<file path="config.mk">
export PLATFORM = sky130hd
export DESIGN_NAME = capture_compare_pulse_accumulator
export DESIGN_NICKNAME = d
export VERILOG_FILES = /design/src/capture_compare_pulse_accumulator.v
export VERILOG_INCLUDE_DIRS = /design/src
export SDC_FILE = /design/constraint.sdc
export NUM_CORES = 1
export LEC_CHECK = 0
export ABC_AREA = 0
export BUFFER_PORTS_ARGS = -buffer_cell sky130_fd_sc_hd__buf_2
export CAP_MARGIN = 20
export CORE_UTILIZATION = 35
export DETAILED_ROUTE_END_ITERATION = 10
export GPL_ROUTABILITY_DRIVEN = 1
export GPL_TIMING_DRIVEN = 0
export PLACE_DENSITY_LB_ADDON = 0.12
export SYNTH_ARGS = -nofsm -noshare
export SYNTH_HDL_FRONTEND = slang
export SYNTH_SLANG_ARGS = --single-unit
</file>
<file path="constraint.sdc">
create_clock -name i_sys_clk -period 3.7 [get_ports i_sys_clk]
set_clock_uncertainty 0.15 [all_clocks]
set_input_delay 0.185 -clock i_sys_clk [delete_from_list [all_inputs] [get_ports i_sys_clk]]
set_output_delay 0.185 -clock i_sys_clk [all_outputs]
set_load 0.02 [all_outputs]
</file>
<file path="src/ccpa_regs.vh">
`ifndef CCPA_REGS_VH
`define CCPA_REGS_VH
`define A_CTRL 12'h000
`define A_CHCFG 12'h004
`define A_EDGE 12'h008
`define A_OUTCTL 12'h00C
`define A_FORCE 12'h010
`define A_OC3 12'h014
`define A_CNT 12'h018
`define A_FLAGS 12'h01C
`define A_PORT 12'h020
`define A_DIR 12'h024
`define A_ACC 12'h028
`define A_CH0 12'h030
`define A_CH1 12'h034
`define A_CH2 12'h038
`define A_CH3 12'h03C
`define CTRL_EN 0
`define CTRL_FFC 1
`define CTRL_COUNTER_RESET_ON_CH3 2
`define CTRL_PR_LO 3
`define CTRL_PR_HI 5
`define CTRL_TOI 6
`define CTRL_AMOD 7
`define CTRL_AEDG 8
`define CTRL_AOVI 9
`define CTRL_AINI 10
`define CTRL_W 11
`define FLG_TOF 4
`define FLG_AIN 5
`define FLG_AOV 6
`define OC3_DATA_LO 8
`define OC3_DATA_HI 11
`define CNT_MAX 16'hFFFF
`define CNT_ZERO 16'h0000
`define DIV64_PHASE 6'h3F
`define ACC_PIN 3
`endif

</file>
<file path="src/capture_compare_pulse_accumulator.v">
// Implementation choices: the address map and the APB register port.
`timescale 1ns/1ps
`include "ccpa_regs.vh"
module capture_compare_pulse_accumulator #(
    parameter NCH = 4
) (
    input wire i_sys_clk,
    input wire i_rst_n,
    input wire i_clk_en,
    input wire i_psel,
    input wire i_penable,
    input wire i_pwrite,
    input wire [11:0] i_paddr,
    input wire [31:0] i_pwdata,
    output reg [31:0] o_prdata,
    output reg o_pready,
    output reg o_pslverr,
    input wire [3:0] i_pin,
    output reg [3:0] o_pin,
    output reg [3:0] o_pin_oe,
    output reg o_irq
);

    // Select bit 0 takes rising edges and bit 1 falling ones; both together take any edge
    function edge_hit;
        input [1:0] sel;
        input prev;
        input cur;
        begin
            edge_hit = (sel[0] & ~prev & cur) | (sel[1] & prev & ~cur);
        end
    endfunction

    function [6:0] div_mask;
        input [2:0] sel;
        begin
            div_mask = (7'h01 << sel) - 7'h01;
        end
    endfunction

    // Channel value registers sit on consecutive words from the first one
    function [11:0] ch_addr;
        input [1:0] idx;
        begin
            ch_addr = `A_CH0 + {8'h00, idx, 2'b00};
        end
    endfunction

    reg [`CTRL_W-1:0] ctrl_r;
    reg [3:0] sel_r;
    reg [3:0] chie_r;
    reg [7:0] edge_r;
    reg [7:0] outctl_r;
    reg [3:0] oc3m_r;
    reg [3:0] oc3d_r;
    reg [15:0] cnt_r;
    reg [6:0] presc_r;
    reg [2:0] pr_act_r;
    reg [3:0] chf_r;
    reg tof_r;
    reg ain_r;
    reg aov_r;
    reg [3:0] port_r;
    reg [3:0] dir_r;
    reg [15:0] acc_r;
    reg [15:0] ch_r [0:3];
    reg [3:0] oc_r;
    reg [3:0] pin_m_r;
    reg [3:0] pin_s_r;
    reg [3:0] pin_p_r;

    wire en = ctrl_r[`CTRL_EN];
    wire ffc = ctrl_r[`CTRL_FFC];
    wire counter_reset_on_ch3 = ctrl_r[`CTRL_COUNTER_RESET_ON_CH3];
    wire amod = ctrl_r[`CTRL_AMOD];
    wire aedg = ctrl_r[`CTRL_AEDG];
    wire [2:0] pr_sel = ctrl_r[`CTRL_PR_HI:`CTRL_PR_LO];

    // Slave answers one cycle after the access phase starts; effects land on completion
    wire acc_ph = i_psel & i_penable;
    wire done = acc_ph & o_pready;
    wire wr = done & i_pwrite;
    wire rd = done & ~i_pwrite;
    wire acc_first = acc_ph & ~o_pready;

    wire tick = en && ((presc_r & div_mask(pr_act_r)) == div_mask(pr_act_r));
    // Shares the prescaler, so gated counting stops whenever the timer does
    wire div64 = en && (presc_r[5:0] == `DIV64_PHASE);
    wire ch3_hit = tick && sel_r[3] && (cnt_r == ch_r[3]);
    wire cnt_reset = ch3_hit && counter_reset_on_ch3;
    wire cnt_wrap = tick && (cnt_r == `CNT_MAX);
    // A channel 3 restart at the top count is not an overflow
    wire tof_set = cnt_wrap && !(counter_reset_on_ch3 && ch_r[3] == `CNT_MAX);
    wire [15:0] cnt_nxt = cnt_reset ? `CNT_ZERO : cnt_r + 16'h0001;
    wire [6:0] presc_nxt = en ? presc_r + 7'h01 : 7'h00;
    wire [15:0] acc_nxt = acc_r + 16'h0001;

    reg [3:0] cmp_hit;
    reg [3:0] cap_hit;
    reg [3:0] force_v;
    reg [3:0] oc_nxt;
    reg [3:0] pin_own;
    integer k;
    integer k_oc;
    integer k_clr;
    integer k_ch;

    // Event detection per channel, kept apart from the pin action
    always @* begin
        for (k = 0; k < NCH; k = k + 1) begin
            cmp_hit[k] = tick && sel_r[k] && (cnt_r == ch_r[k]);
            // Capture needs the timer running and an input-direction pin
            cap_hit[k] = en && !sel_r[k] && !dir_r[k] &&
                edge_hit(edge_r[2*k +: 2], pin_p_r[k], pin_s_r[k]);
            // Compare logic takes the pin only while it has something to drive
            pin_own[k] = sel_r[k] && ((outctl_r[2*k +: 2] != 2'b00) || oc3m_r[k]);
        end
    end

    always @* begin
        force_v = (wr && i_paddr == `A_FORCE) ? i_pwdata[3:0] : 4'h0;
        oc_nxt = oc_r;
        for (k_oc = 0; k_oc < NCH; k_oc = k_oc + 1) begin
            if ((cmp_hit[k_oc] || force_v[k_oc]) && sel_r[k_oc]) begin
                case (outctl_r[2*k_oc +: 2])
                    2'b01: oc_nxt[k_oc] = ~oc_r[k_oc];
                    2'b10: oc_nxt[k_oc] = 1'b0;
                    2'b11: oc_nxt[k_oc] = 1'b1;
                    default: oc_nxt[k_oc] = oc_r[k_oc];
                endcase
            end
        end
        // Channel 3 wins over same-cycle actions of the other channels
        if (ch3_hit || (force_v[3] && sel_r[3])) begin
            for (k_oc = 0; k_oc < NCH; k_oc = k_oc + 1) begin
                if (oc3m_r[k_oc] && sel_r[k_oc]) begin
                    oc_nxt[k_oc] = oc3d_r[k_oc];
                end
            end
        end
    end

    // Pin 3 doubles as the accumulator input
    wire apin = pin_s_r[`ACC_PIN];
    wire apin_p = pin_p_r[`ACC_PIN];
    wire a_rise = apin & ~apin_p;
    wire a_fall = ~apin & apin_p;
    wire a_evt = aedg ? a_rise : a_fall;
    // In gated mode the active level is low when the edge bit is set, so its end is a rise
    wire a_gate = aedg ? ~apin : apin;
    wire a_inc = amod ? (div64 && a_gate) : a_evt;
    wire ain_set = a_evt;
    wire aov_set = a_inc && (acc_r == `CNT_MAX);

    wire acc_touch = done && (i_paddr == `A_ACC) && ffc;
    wire cnt_touch = done && (i_paddr == `A_CNT) && ffc;
    wire flg_wr = wr && (i_paddr == `A_FLAGS);
    wire tof_clr = (flg_wr && i_pwdata[`FLG_TOF]) || cnt_touch;
    wire ain_clr = (flg_wr && i_pwdata[`FLG_AIN]) || acc_touch;
    wire aov_clr = (flg_wr && i_pwdata[`FLG_AOV]) || acc_touch;

    // Each source requests service only while its enable is set
    wire [3:0] irq_ch = chf_r & chie_r;
    wire irq_tof = tof_r & ctrl_r[`CTRL_TOI];
    wire irq_ain = ain_r & ctrl_r[`CTRL_AINI];
    wire irq_aov = aov_r & ctrl_r[`CTRL_AOVI];

    reg [3:0] chf_clr;
    reg [31:0] rdata;
    reg hit;
    always @* begin
        chf_clr = flg_wr ? i_pwdata[3:0] : 4'h0;
        // Fast clear follows how software naturally services each kind of channel
        for (k_clr = 0; k_clr < NCH; k_clr = k_clr + 1) begin
            if (ffc && i_paddr == ch_addr(k_clr[1:0])) begin
                if ((sel_r[k_clr] && wr) || (!sel_r[k_clr] && rd)) begin
                    chf_clr[k_clr] = 1'b1;
                end
            end
        end
        // Unmapped words read zero and raise the error response
        hit = 1'b1;
        rdata = 32'h0000_0000;
        case (i_paddr)
            `A_CTRL: rdata[`CTRL_W-1:0] = ctrl_r;
            `A_CHCFG: rdata[7:0] = {chie_r, sel_r};
            `A_EDGE: rdata[7:0] = edge_r;
            `A_OUTCTL: rdata[7:0] = outctl_r;
            `A_FORCE: rdata = 32'h0000_0000;
            `A_OC3: rdata[11:0] = {oc3d_r, 4'h0, oc3m_r};
            `A_CNT: rdata[15:0] = cnt_r;
            `A_FLAGS: rdata[6:0] = {aov_r, ain_r, tof_r, chf_r};
            `A_PORT: rdata[3:0] = (dir_r & port_r) | (~dir_r & pin_s_r);
            `A_DIR: rdata[3:0] = dir_r;
            `A_ACC: rdata[15:0] = acc_r;
            `A_CH0: rdata[15:0] = ch_r[0];
            `A_CH1: rdata[15:0] = ch_r[1];
            `A_CH2: rdata[15:0] = ch_r[2];
            `A_CH3: rdata[15:0] = ch_r[3];
            default: hit = 1'b0;
        endcase
    end

    always @(posedge i_sys_clk) begin
        if (!i_rst_n) begin
            o_prdata <= 32'h0000_0000;
            o_pready <= 1'b0;
            o_pslverr <= 1'b0;
            pin_m_r <= 4'h0;
            pin_s_r <= 4'h0;
            pin_p_r <= 4'h0;
        end else if (i_clk_en) begin
            o_pready <= acc_first;
            o_pslverr <= acc_first && !hit;
            o_prdata <= (acc_first && !i_pwrite) ? rdata : 32'h0000_0000;
            // Two stages settle the asynchronous pins; the third only keeps edge history
            pin_m_r <= i_pin;
            pin_s_r <= pin_m_r;
            pin_p_r <= pin_s_r;
        end
    end

    always @(posedge i_sys_clk) begin
        if (!i_rst_n) begin
            ctrl_r <= {`CTRL_W{1'b0}};
            sel_r <= 4'h0;
            chie_r <= 4'h0;
            edge_r <= 8'h00;
            outctl_r <= 8'h00;
            oc3m_r <= 4'h0;
            oc3d_r <= 4'h0;
            port_r <= 4'h0;
            dir_r <= 4'h0;
        end else if (i_clk_en && wr) begin
            case (i_paddr)
                `A_CTRL: begin
                    ctrl_r <= i_pwdata[`CTRL_W-1:0];
                end
                `A_CHCFG: begin
                    sel_r <= i_pwdata[3:0];
                    chie_r <= i_pwdata[7:4];
                end
                `A_EDGE: begin
                    edge_r <= i_pwdata[7:0];
                end
                `A_OUTCTL: begin
                    outctl_r <= i_pwdata[7:0];
                end
                `A_OC3: begin
                    oc3m_r <= i_pwdata[3:0];
                    oc3d_r <= i_pwdata[`OC3_DATA_HI:`OC3_DATA_LO];
                end
                `A_PORT: begin
                    port_r <= i_pwdata[3:0];
                end
                `A_DIR: begin
                    dir_r <= i_pwdata[3:0];
                end
                default: ;
            endcase
        end
    end

    always @(posedge i_sys_clk) begin
        if (!i_rst_n) begin
            cnt_r <= `CNT_ZERO;
            presc_r <= 7'h00;
            pr_act_r <= 3'b000;
            tof_r <= 1'b0;
            oc_r <= 4'h0;
        end else if (i_clk_en) begin
            // Held at zero while disabled so every enable starts from a clean phase
            presc_r <= presc_nxt;
            if (tick) begin
                cnt_r <= cnt_nxt;
                if (cnt_reset || cnt_wrap) begin
                    pr_act_r <= pr_sel;
                end
            end else if (!en) begin
                // Nothing is counting, so a new divisor can apply at once
                pr_act_r <= pr_sel;
            end
            if (tof_set) begin
                tof_r <= 1'b1;
            end else if (tof_clr) begin
                tof_r <= 1'b0;
            end
            oc_r <= oc_nxt;
        end
    end

    always @(posedge i_sys_clk) begin
        if (!i_rst_n) begin
            chf_r <= 4'h0;
            ch_r[0] <= 16'h0000;
            ch_r[1] <= 16'h0000;
            ch_r[2] <= 16'h0000;
            ch_r[3] <= 16'h0000;
        end else if (i_clk_en) begin
            for (k_ch = 0; k_ch < NCH; k_ch = k_ch + 1) begin
                // A capture outranks a software write landing in the same cycle
                if (cap_hit[k_ch]) begin
                    ch_r[k_ch] <= cnt_r;
                end else if (wr && sel_r[k_ch] && i_paddr == ch_addr(k_ch[1:0])) begin
                    ch_r[k_ch] <= i_pwdata[15:0];
                end
                if (cap_hit[k_ch] || cmp_hit[k_ch]) begin
                    chf_r[k_ch] <= 1'b1;
                end else if (chf_clr[k_ch]) begin
                    chf_r[k_ch] <= 1'b0;
                end
            end
        end
    end

    always @(posedge i_sys_clk) begin
        if (!i_rst_n) begin
            acc_r <= 16'h0000;
            ain_r <= 1'b0;
            aov_r <= 1'b0;
        end else if (i_clk_en) begin
            // A load in the cycle of a counted edge is lost; counting wins
            if (a_inc) begin
                acc_r <= acc_nxt;
            end else if (wr && i_paddr == `A_ACC) begin
                acc_r <= i_pwdata[15:0];
            end
            if (ain_set) begin
                ain_r <= 1'b1;
            end else if (ain_clr) begin
                ain_r <= 1'b0;
            end
            if (aov_set) begin
                aov_r <= 1'b1;
            end else if (aov_clr) begin
                aov_r <= 1'b0;
            end
        end
    end

    reg [3:0] pin_nxt;
    reg [3:0] oe_nxt;
    integer k_pin;

    // Compare logic overrides direction without touching it; otherwise the latch and
    // the direction bit drive the pin as plain I/O
    always @* begin
        pin_nxt = port_r;
        oe_nxt = dir_r;
        for (k_pin = 0; k_pin < NCH; k_pin = k_pin + 1) begin
            if (en && pin_own[k_pin]) begin
                pin_nxt[k_pin] = oc_nxt[k_pin];
                oe_nxt[k_pin] = 1'b1;
            end
        end
    end

    always @(posedge i_sys_clk) begin
        if (!i_rst_n) begin
            o_pin <= 4'h0;
            o_pin_oe <= 4'h0;
            o_irq <= 1'b0;
        end else if (i_clk_en) begin
            o_pin <= pin_nxt;
            o_pin_oe <= oe_nxt;
            o_irq <= (|irq_ch) | irq_tof | irq_ain | irq_aov;
        end
    end

endmodule // capture_compare_pulse_accumulator

</file>
==> results of run 1 <==
[cell usage in the layout (no fill, tap or decap), types with 5 or more instances in the layout]
| master | synthesis | layout |
|---|---|---|
| buf_1 | 8 | 8 |
| clkbuf_1 | 62 | 66 |
| a211oi_1 | 7 | 7 |
| o22ai_1 | 6 | 6 |
| o21ai_0 | 55 | 55 |
| a31oi_1 | 9 | 9 |
| a221oi_1 | 9 | 9 |
| mux4_2 | 8 | 8 |
| nor3_2 | 5 | 5 |
| o31ai_1 | 6 | 6 |
| clkbuf_16 | 0 | 27 |
| a22o_1 | 73 | 73 |
| buf_4 | 18 | 18 |
| nand2b_1 | 7 | 7 |
| or3_1 | 14 | 14 |
| xnor2_1 | 9 | 9 |
| nand2_1 | 94 | 94 |
| nor2b_1 | 9 | 9 |
| o21a_1 | 7 | 7 |
| nand3_1 | 49 | 49 |
| dlygate4sd3_1 | 0 | 17 |
| nor2_1 | 139 | 139 |
| nor3_1 | 18 | 18 |
| xor2_1 | 78 | 78 |
| o21ai_1 | 11 | 11 |
| clkinv_2 | 0 | 10 |
| conb_1 | 1 | 16 |
| inv_1 | 12 | 12 |
| nand3b_1 | 7 | 7 |
| dfxtp_1 | 143 | 143 |
| a22oi_1 | 23 | 23 |
| nand4_1 | 18 | 18 |
| edfxtp_1 | 64 | 64 |
| a21oi_1 | 77 | 77 |
| nor4_1 | 20 | 20 |
| and3_1 | 16 | 16 |
| and2_1 | 16 | 16 |
| a32oi_1 | 11 | 11 |
| buf_2 | 34 | 87 |
| mux2i_1 | 74 | 74 |
[flip-flops by register name, indices dropped and copies added, names as in the netlist, 7 cells and up]
register and cells:
ch_r 64, acc_r 16, cnt_r 16, o_prdata 16, ctrl_r 11, edge_r 8
outctl_r 8, presc_r 7
[layer usage]
layer	GRT usage	share of wire
met5	0	0
met1	0.440	0.45
met2	0.456	0.43
met3	0.0444	0.086
met4	0.103	0.034
[through the flow]
stage                     setup TNS [ns]  cells  hold WS [ns]  utilization  power (mW)
final                                  0   1880        0.0407        0.417        5.37
after global routing                   0   1879        0.0413        0.417        5.50
after CTS                              0   1879        0.0379        0.417        5.36
after detailed placement           -8.34   1815         0.282        0.387        2.84
after global placement             -6.45   1815         0.272        0.387        2.84
after floorplan                        0   1320         0.182            -        2.66
[power by group through the flow]
stage / combinational (mW) / sequential (mW) / clock [mW]
3_5_place_dp: 0.379 / 2.46 / 0
3_3_place_gp: 0.381 / 2.46 / 0
2_1_floorplan: 0.210 / 2.45 / 0
4_1_cts: 0.394 / 2.41 / 2.56
5_1_grt: 0.422 / 2.41 / 2.67
6_report: 0.406 / 2.41 / 2.55
[repair_timing]
action,CTS,global route
endpoints found under the setup margin,0,0
hold endpoints to repair,52,0
hold buffers,17,0
gates resized for setup,0,0
[worst min path at each step]
stage           startpoint     endpoint  slack [ns]  cells after the start
5_1_grt        i_pwdata[2]   ch_r[2][2]        0.04                      2
6_report       i_pwdata[2]   ch_r[2][2]        0.04                      2
3_5_place_dp   o_prdata[2]  o_prdata[2]        0.28                      2
4_1_cts        i_pwdata[2]   ch_r[2][2]        0.04                      2
3_3_place_gp      i_pin[0]   pin_m_r[0]        0.27                      3
2_1_floorplan     i_pin[0]   pin_m_r[0]        0.18                      2
[kinds of logic after synthesis]
family	share of synthesized area
AO/OA/AOI/OAI	0.206
XOR/XNOR	0.0644
adder cells (fa/ha/maj)	0.00423
buffers and inverters	0.0537
flip-flops	0.404
multiplexers	0.0807
other	0.000317
AND/OR/NAND/NOR	0.186
[final cells by class]
class / instances / share of cell area
Multi-Input combinational cell: 975 / 0.472
Sequential cell: 207 / 0.349
Clock buffer: 32 / 0.0514
Buffer: 123 / 0.0422
Tap cell: 442 / 0.0403
Timing Repair Buffer: 70 / 0.0317
Clock inverter: 15 / 0.00967
Inverter: 15 / 0.00410
Antenna cell: 1 / 0.000182
[critical path: cells and delay by family]
family,cells,cell delay (ns)
buffers and inverters,3,1.75
and+or+nand+nor,3,1.59
==> run metrics, run 1 <==
Top FF cell, synth dfxtp_1; Max FO, Critical Path 16; Yosys cell types 85; clk_lat worst skew 0.55 ns; layout cells sized above 1 0.131; min-delay worst type in2reg; status finished clean; Final Worst Setup Slack 0.169 ns; final critical-path required period 3.53 ns; CP required 3.72 ns; vias in the first global route 10500; RSZ-0062 raised after global routing false; largest cells by area after synthesis dfxtp_1 24%, edfxtp_1 16%, mux2i_1 6.3%; async set or reset register ratio after synthesis 0; post-synthesis register bit count 207; DP HPWL 39300 µm; CTS buffer count 26; post-synthesis sequential area ratio 0.404; fin area 13700 µm²; antenna violations before repair 0; fillcell total 3414; CP max stage delay 0.76 ns; DP Worst Slack -0.232 ns; Rel. slew slack 0.162; ANT nets after route 0; grt ovf 0; WL per Instance 27.7 µm; Post-synth EDFFs 64; port bufs 53; CP cell instances clkbuf_1 -> clkinv_1 -> nor2_1 -> and2_1 -> clkbuf_1 -> or3_1; actual slew at the worst max-slew pin 1.24 ns; arrival time worst endpoint 3.55 ns; max cap viols 0; synth cell count leaders 143 x dfxtp_1, 139 x nor2_1, 94 x nand2_1; Yosys top cell by area dfxtp_1; Layout area overhead 15.9%; Yosys top cell area share 0.242; global-route wire length before repair 74900 µm; die height 186 µm; register share of total power 0.449; P_int 3.97 mW; CTS root buf clkbuf_16; largest net degree at the start of global routing 17; switching fraction of total power 0.260; # clock sinks 207; Critical Path End ch_r[0][14]; fin crit share 0.954; FF-to-FF Start pr_act_r[2]; most used cell, CP clkbuf_1; Max Freq 283 MHz; first-pass detailed-route iteration total 5; PwrDens 391 nW/µm²; count leader, synth dfxtp_1; DRT iter0 DRCs 1438; placed cell areas 12700 µm²; CTS tree yes; die width 186 µm; CP Launch Point i_rst_n; Worst-path clk slew 0.06 ns; Post-CTS Setup Bufs 0; drc violations 0; Final Routed Wirelength 52200 µm; H-tree depth 1; area of the multi-input gates 6470 µm²; CP Capture Type register; Vias 11400; Sequential cell area 4780 µm²; crit path launch type primary input; die area 34500 µm²; gr usage total 0.304; IO Count 97; Max clock buf depth 3; Post-Synthesis Cell Area 11800 µm²; # nets final 1476; reg2reg path depth 10; final setup fails 0; Slew Viols, Final 0; routability cong. 0.978; Syn Inst Count 1305; critical path's slowest cell or3_1; Final Hold Violating Endpoints 0; net load switching power 1.40 mW; VDD IR-drop max 0.273 mV; via-per-instance ratio 6.04; P_leak 5.15 nW; Core Rows 66; crit path kind in2reg; Comb pwr share 0.076; YS warnings 0; Starting Density 0.360; r2r endpoint cnt_r[5]; flop-to-flop setup slack 0.24 ns; Clock power frac 0.476; Mapped Avg Cell Area 9.07 µm²; Core Area 32900 µm²
No activity file was read; power rests on OpenSTA's default activity.
==> run 2: changes to the inputs <==
Settings changed: CORE_UTILIZATION 35 to 58.
==> run metrics, run 2 (synthesized netlist as in run 1, its figures left out) <==
RSZ-0062 raised after global routing false (unchanged); Setup TNS 0 ns (unchanged); routability cong. 1.06 (was 0.978); CTS root buf clkbuf_16 (unchanged); die height 145 µm (was 186 µm); Max Freq 280 MHz (was 283 MHz); H-tree depth 1 (unchanged); PwrDens 387 nW/µm² (was 391 nW/µm²); fin crit share 0.964 (was 0.954); GR Util met3 0.147 (was 0.0444); actual slew at the worst max-slew pin 1.14 ns (was 1.24 ns); Final Routed Wirelength 48400 µm (was 52200 µm); die width 145 µm (was 186 µm); Final Hold Violating Endpoints 0 (unchanged); net load switching power 1.33 mW (was 1.40 mW); die area 21000 µm² (was 34500 µm²); CP max stage delay 0.74 ns (was 0.76 ns); CP Capture Type register (unchanged); max cap viols 0 (unchanged); CP required 3.96 ns (was 3.72 ns); clk_lat worst skew 0.52 ns (was 0.55 ns); commonest non-fill, non-tap cell in the layout dfxtp_1 (unchanged); Max clock buf depth 3 (unchanged); power consumption 5.20 mW (was 5.37 mW); arrival time worst endpoint 3.82 ns (was 3.55 ns); CTS tree yes (unchanged); gr usage total 0.466 (was 0.304); antenna violations before repair 0 (unchanged); CP cell instances buf_2 -> or3_4 -> ha_1 -> xnor2_1 -> o211ai_1 -> nor3_2 -> nand3_1 -> or3_1 -> a21oi_1 (was clkbuf_1 -> clkinv_1 -> nor2_1 -> and2_1 -> clkbuf_1 -> or3_1); Rel. slew slack 0.241 (was 0.162); r2r endpoint cnt_r[15] (was cnt_r[5]); grt ovf 0 (unchanged); Worst-path clk slew 0.07 ns (was 0.06 ns); placed cells 1639 (was 1815); Util after Layout 0.681 (was 0.417); Max FO, Critical Path 10 (was 16); IO Count 97 (unchanged); layout cells sized above 1 0.128 (was 0.131); vias in the first global route 10500 (about the same); Layout area overhead 13.5% (was 15.9%); Clock power frac 0.458 (was 0.476); fillcell total 1613 (was 3414); Comb pwr share 0.078 (was 0.076); register share of total power 0.464 (was 0.449); Vias 11900 (was 11400); P_leak 5.11 nW (was 5.15 nW); GR Util met1 0.644 (was 0.440); flop-to-flop setup slack 0.13 ns (was 0.24 ns); reg2reg path depth 9 (was 10); switching fraction of total power 0.255 (was 0.260); met2 usage 0.646 (was 0.456); VDD IR-drop max 0.389 mV (was 0.273 mV); WL per Instance 28.5 µm (was 27.7 µm); Final Worst Setup Slack 0.133 ns (was 0.169 ns); first-pass detailed-route iteration total 7 (was 5); ANT nets after route 0 (unchanged); global-route wire length before repair 69300 µm (was 74900 µm); # nets final 1473 (was 1476); DP HPWL 36000 µm (was 39300 µm); # clock sinks 207 (unchanged); Core Rows 51 (was 66); Antenna diodes 0 (was 1); drc violations 0 (unchanged); DRT iter0 DRCs 1793 (was 1438); via-per-instance ratio 7.03 (was 6.04); FF-to-FF Start pr_act_r[2] (unchanged); post-CTS sizing 0 (unchanged); critical path's slowest cell nor3_2 (was or3_1); Critical Path End cnt_r[15] (was ch_r[0][14]); port bufs 53 (unchanged); Slew Viols, Final 0 (unchanged); crit path launch type register (was primary input); Starting Density 0.600 (was 0.360); Top reg by flops ch_r (unchanged); Post-CTS Setup Bufs 0 (unchanged); CP Launch Point pr_act_r[2] (was i_rst_n); busiest grt layer met2 (unchanged); P_int 3.87 mW (was 3.97 mW); most frequent cells in the layout 143 x dfxtp_1, 139 x nor2_1, 94 x nand2_1 (unchanged); min-delay worst type in2reg (unchanged); max reg flops 64 (unchanged); crit path kind reg2reg (was in2reg); DP Worst Slack 0.0151 ns (was -0.232 ns); Core Area 19700 µm² (was 32900 µm²); status finished clean (unchanged); largest net degree at the start of global routing 17 (unchanged); Non-Filler Instances 1697 (was 1880); final critical-path required period 3.57 ns (was 3.53 ns); CTS buffer count 23 (was 26); final setup fails 0 (unchanged)
-- run 2: cell types whose count changed in the layout (fill, tap and decap cells not counted) --
cell	delta
dlygate4sd3_1	-1
diode_2	-1
clkbuf_1	+1
clkinv_2	-7
clkinvlp_4	-1
clkbuf_8	+1
clkbuf_4	+1
inv_4	+1
inv_6	+2
clkbuf_16	-3
clkdlybuf4s18_2	+1
-- run 2: how the worst min path moves through the flow --
stage	cells after the start	to	slack, ns	start
after floorplan	2	pin_m_r[0]	0.18	i_pin[0]
after global placement	3	pin_m_r[0]	0.27	i_pin[0]
after detailed placement	3	pin_m_r[0]	0.28	i_pin[0]
after CTS	4	o_pready	0.002	i_penable
after global routing	4	o_pready	0.06	i_penable
final	4	o_pready	0.01	i_penable
-- run 2: per-stage QoR --
stage,cell area [µm²],hold slack (ns)
after detailed placement,12500,0.280
after CTS,13400,0.00171
after global placement,12500,0.274
after floorplan,11900,0.182
after global routing,13400,0.0636
final,13400,0.0118
-- run 2: power by group through the flow --
stage	sequential [mW]	clock, mW	combinational (mW)
global placement	2.46	0	0.366
finish	2.41	2.38	0.405
CTS	2.41	2.34	0.381
detailed placement	2.46	0	0.368
global route	2.41	2.44	0.414
floorplan	2.45	0	0.210
-- run 2: layout make-up --
cell class,instances,area (µm²),share of cell area
buffer,123,579,0.0432
clock buffer,32,654,0.0487
clock inverter,10,114,0.00848
inverter,15,56.3,0.00419
multi-input combinational,975,6470,0.482
sequential,207,4780,0.356
tap,265,332,0.0247
timing repair buffer,70,435,0.0324
-- run 2: repair_timing --
item,CTS,global route
hold buffers,16,0
endpoints found under the hold margin,47,0
endpoints found under the setup margin,0,0
-- run 2: routing by layer --
| metal | routed length [µm] | vias to the layer above |
|---|---|---|
| li1 | - | 5038 |
| met1 | 18500 | 5611 |
| met2 | 19300 | 1078 |
| met3 | 7830 | 198 |
| met4 | 2810 | 0 |
| met5 | 0 | - |
-- run 2: worst max-delay path: cells and delay by family (launching register included) --
kind / cells / cell delay, ns
buffers and inverters: 1 / 0.17
AND/OR/NAND/NOR: 4 / 1.76
AO/OA/AOI/OAI: 2 / 0.47
adder cells (fa/ha/maj): 1 / 0.25
XOR/XNOR: 1 / 0.36
flip-flops: 1 / 0.29
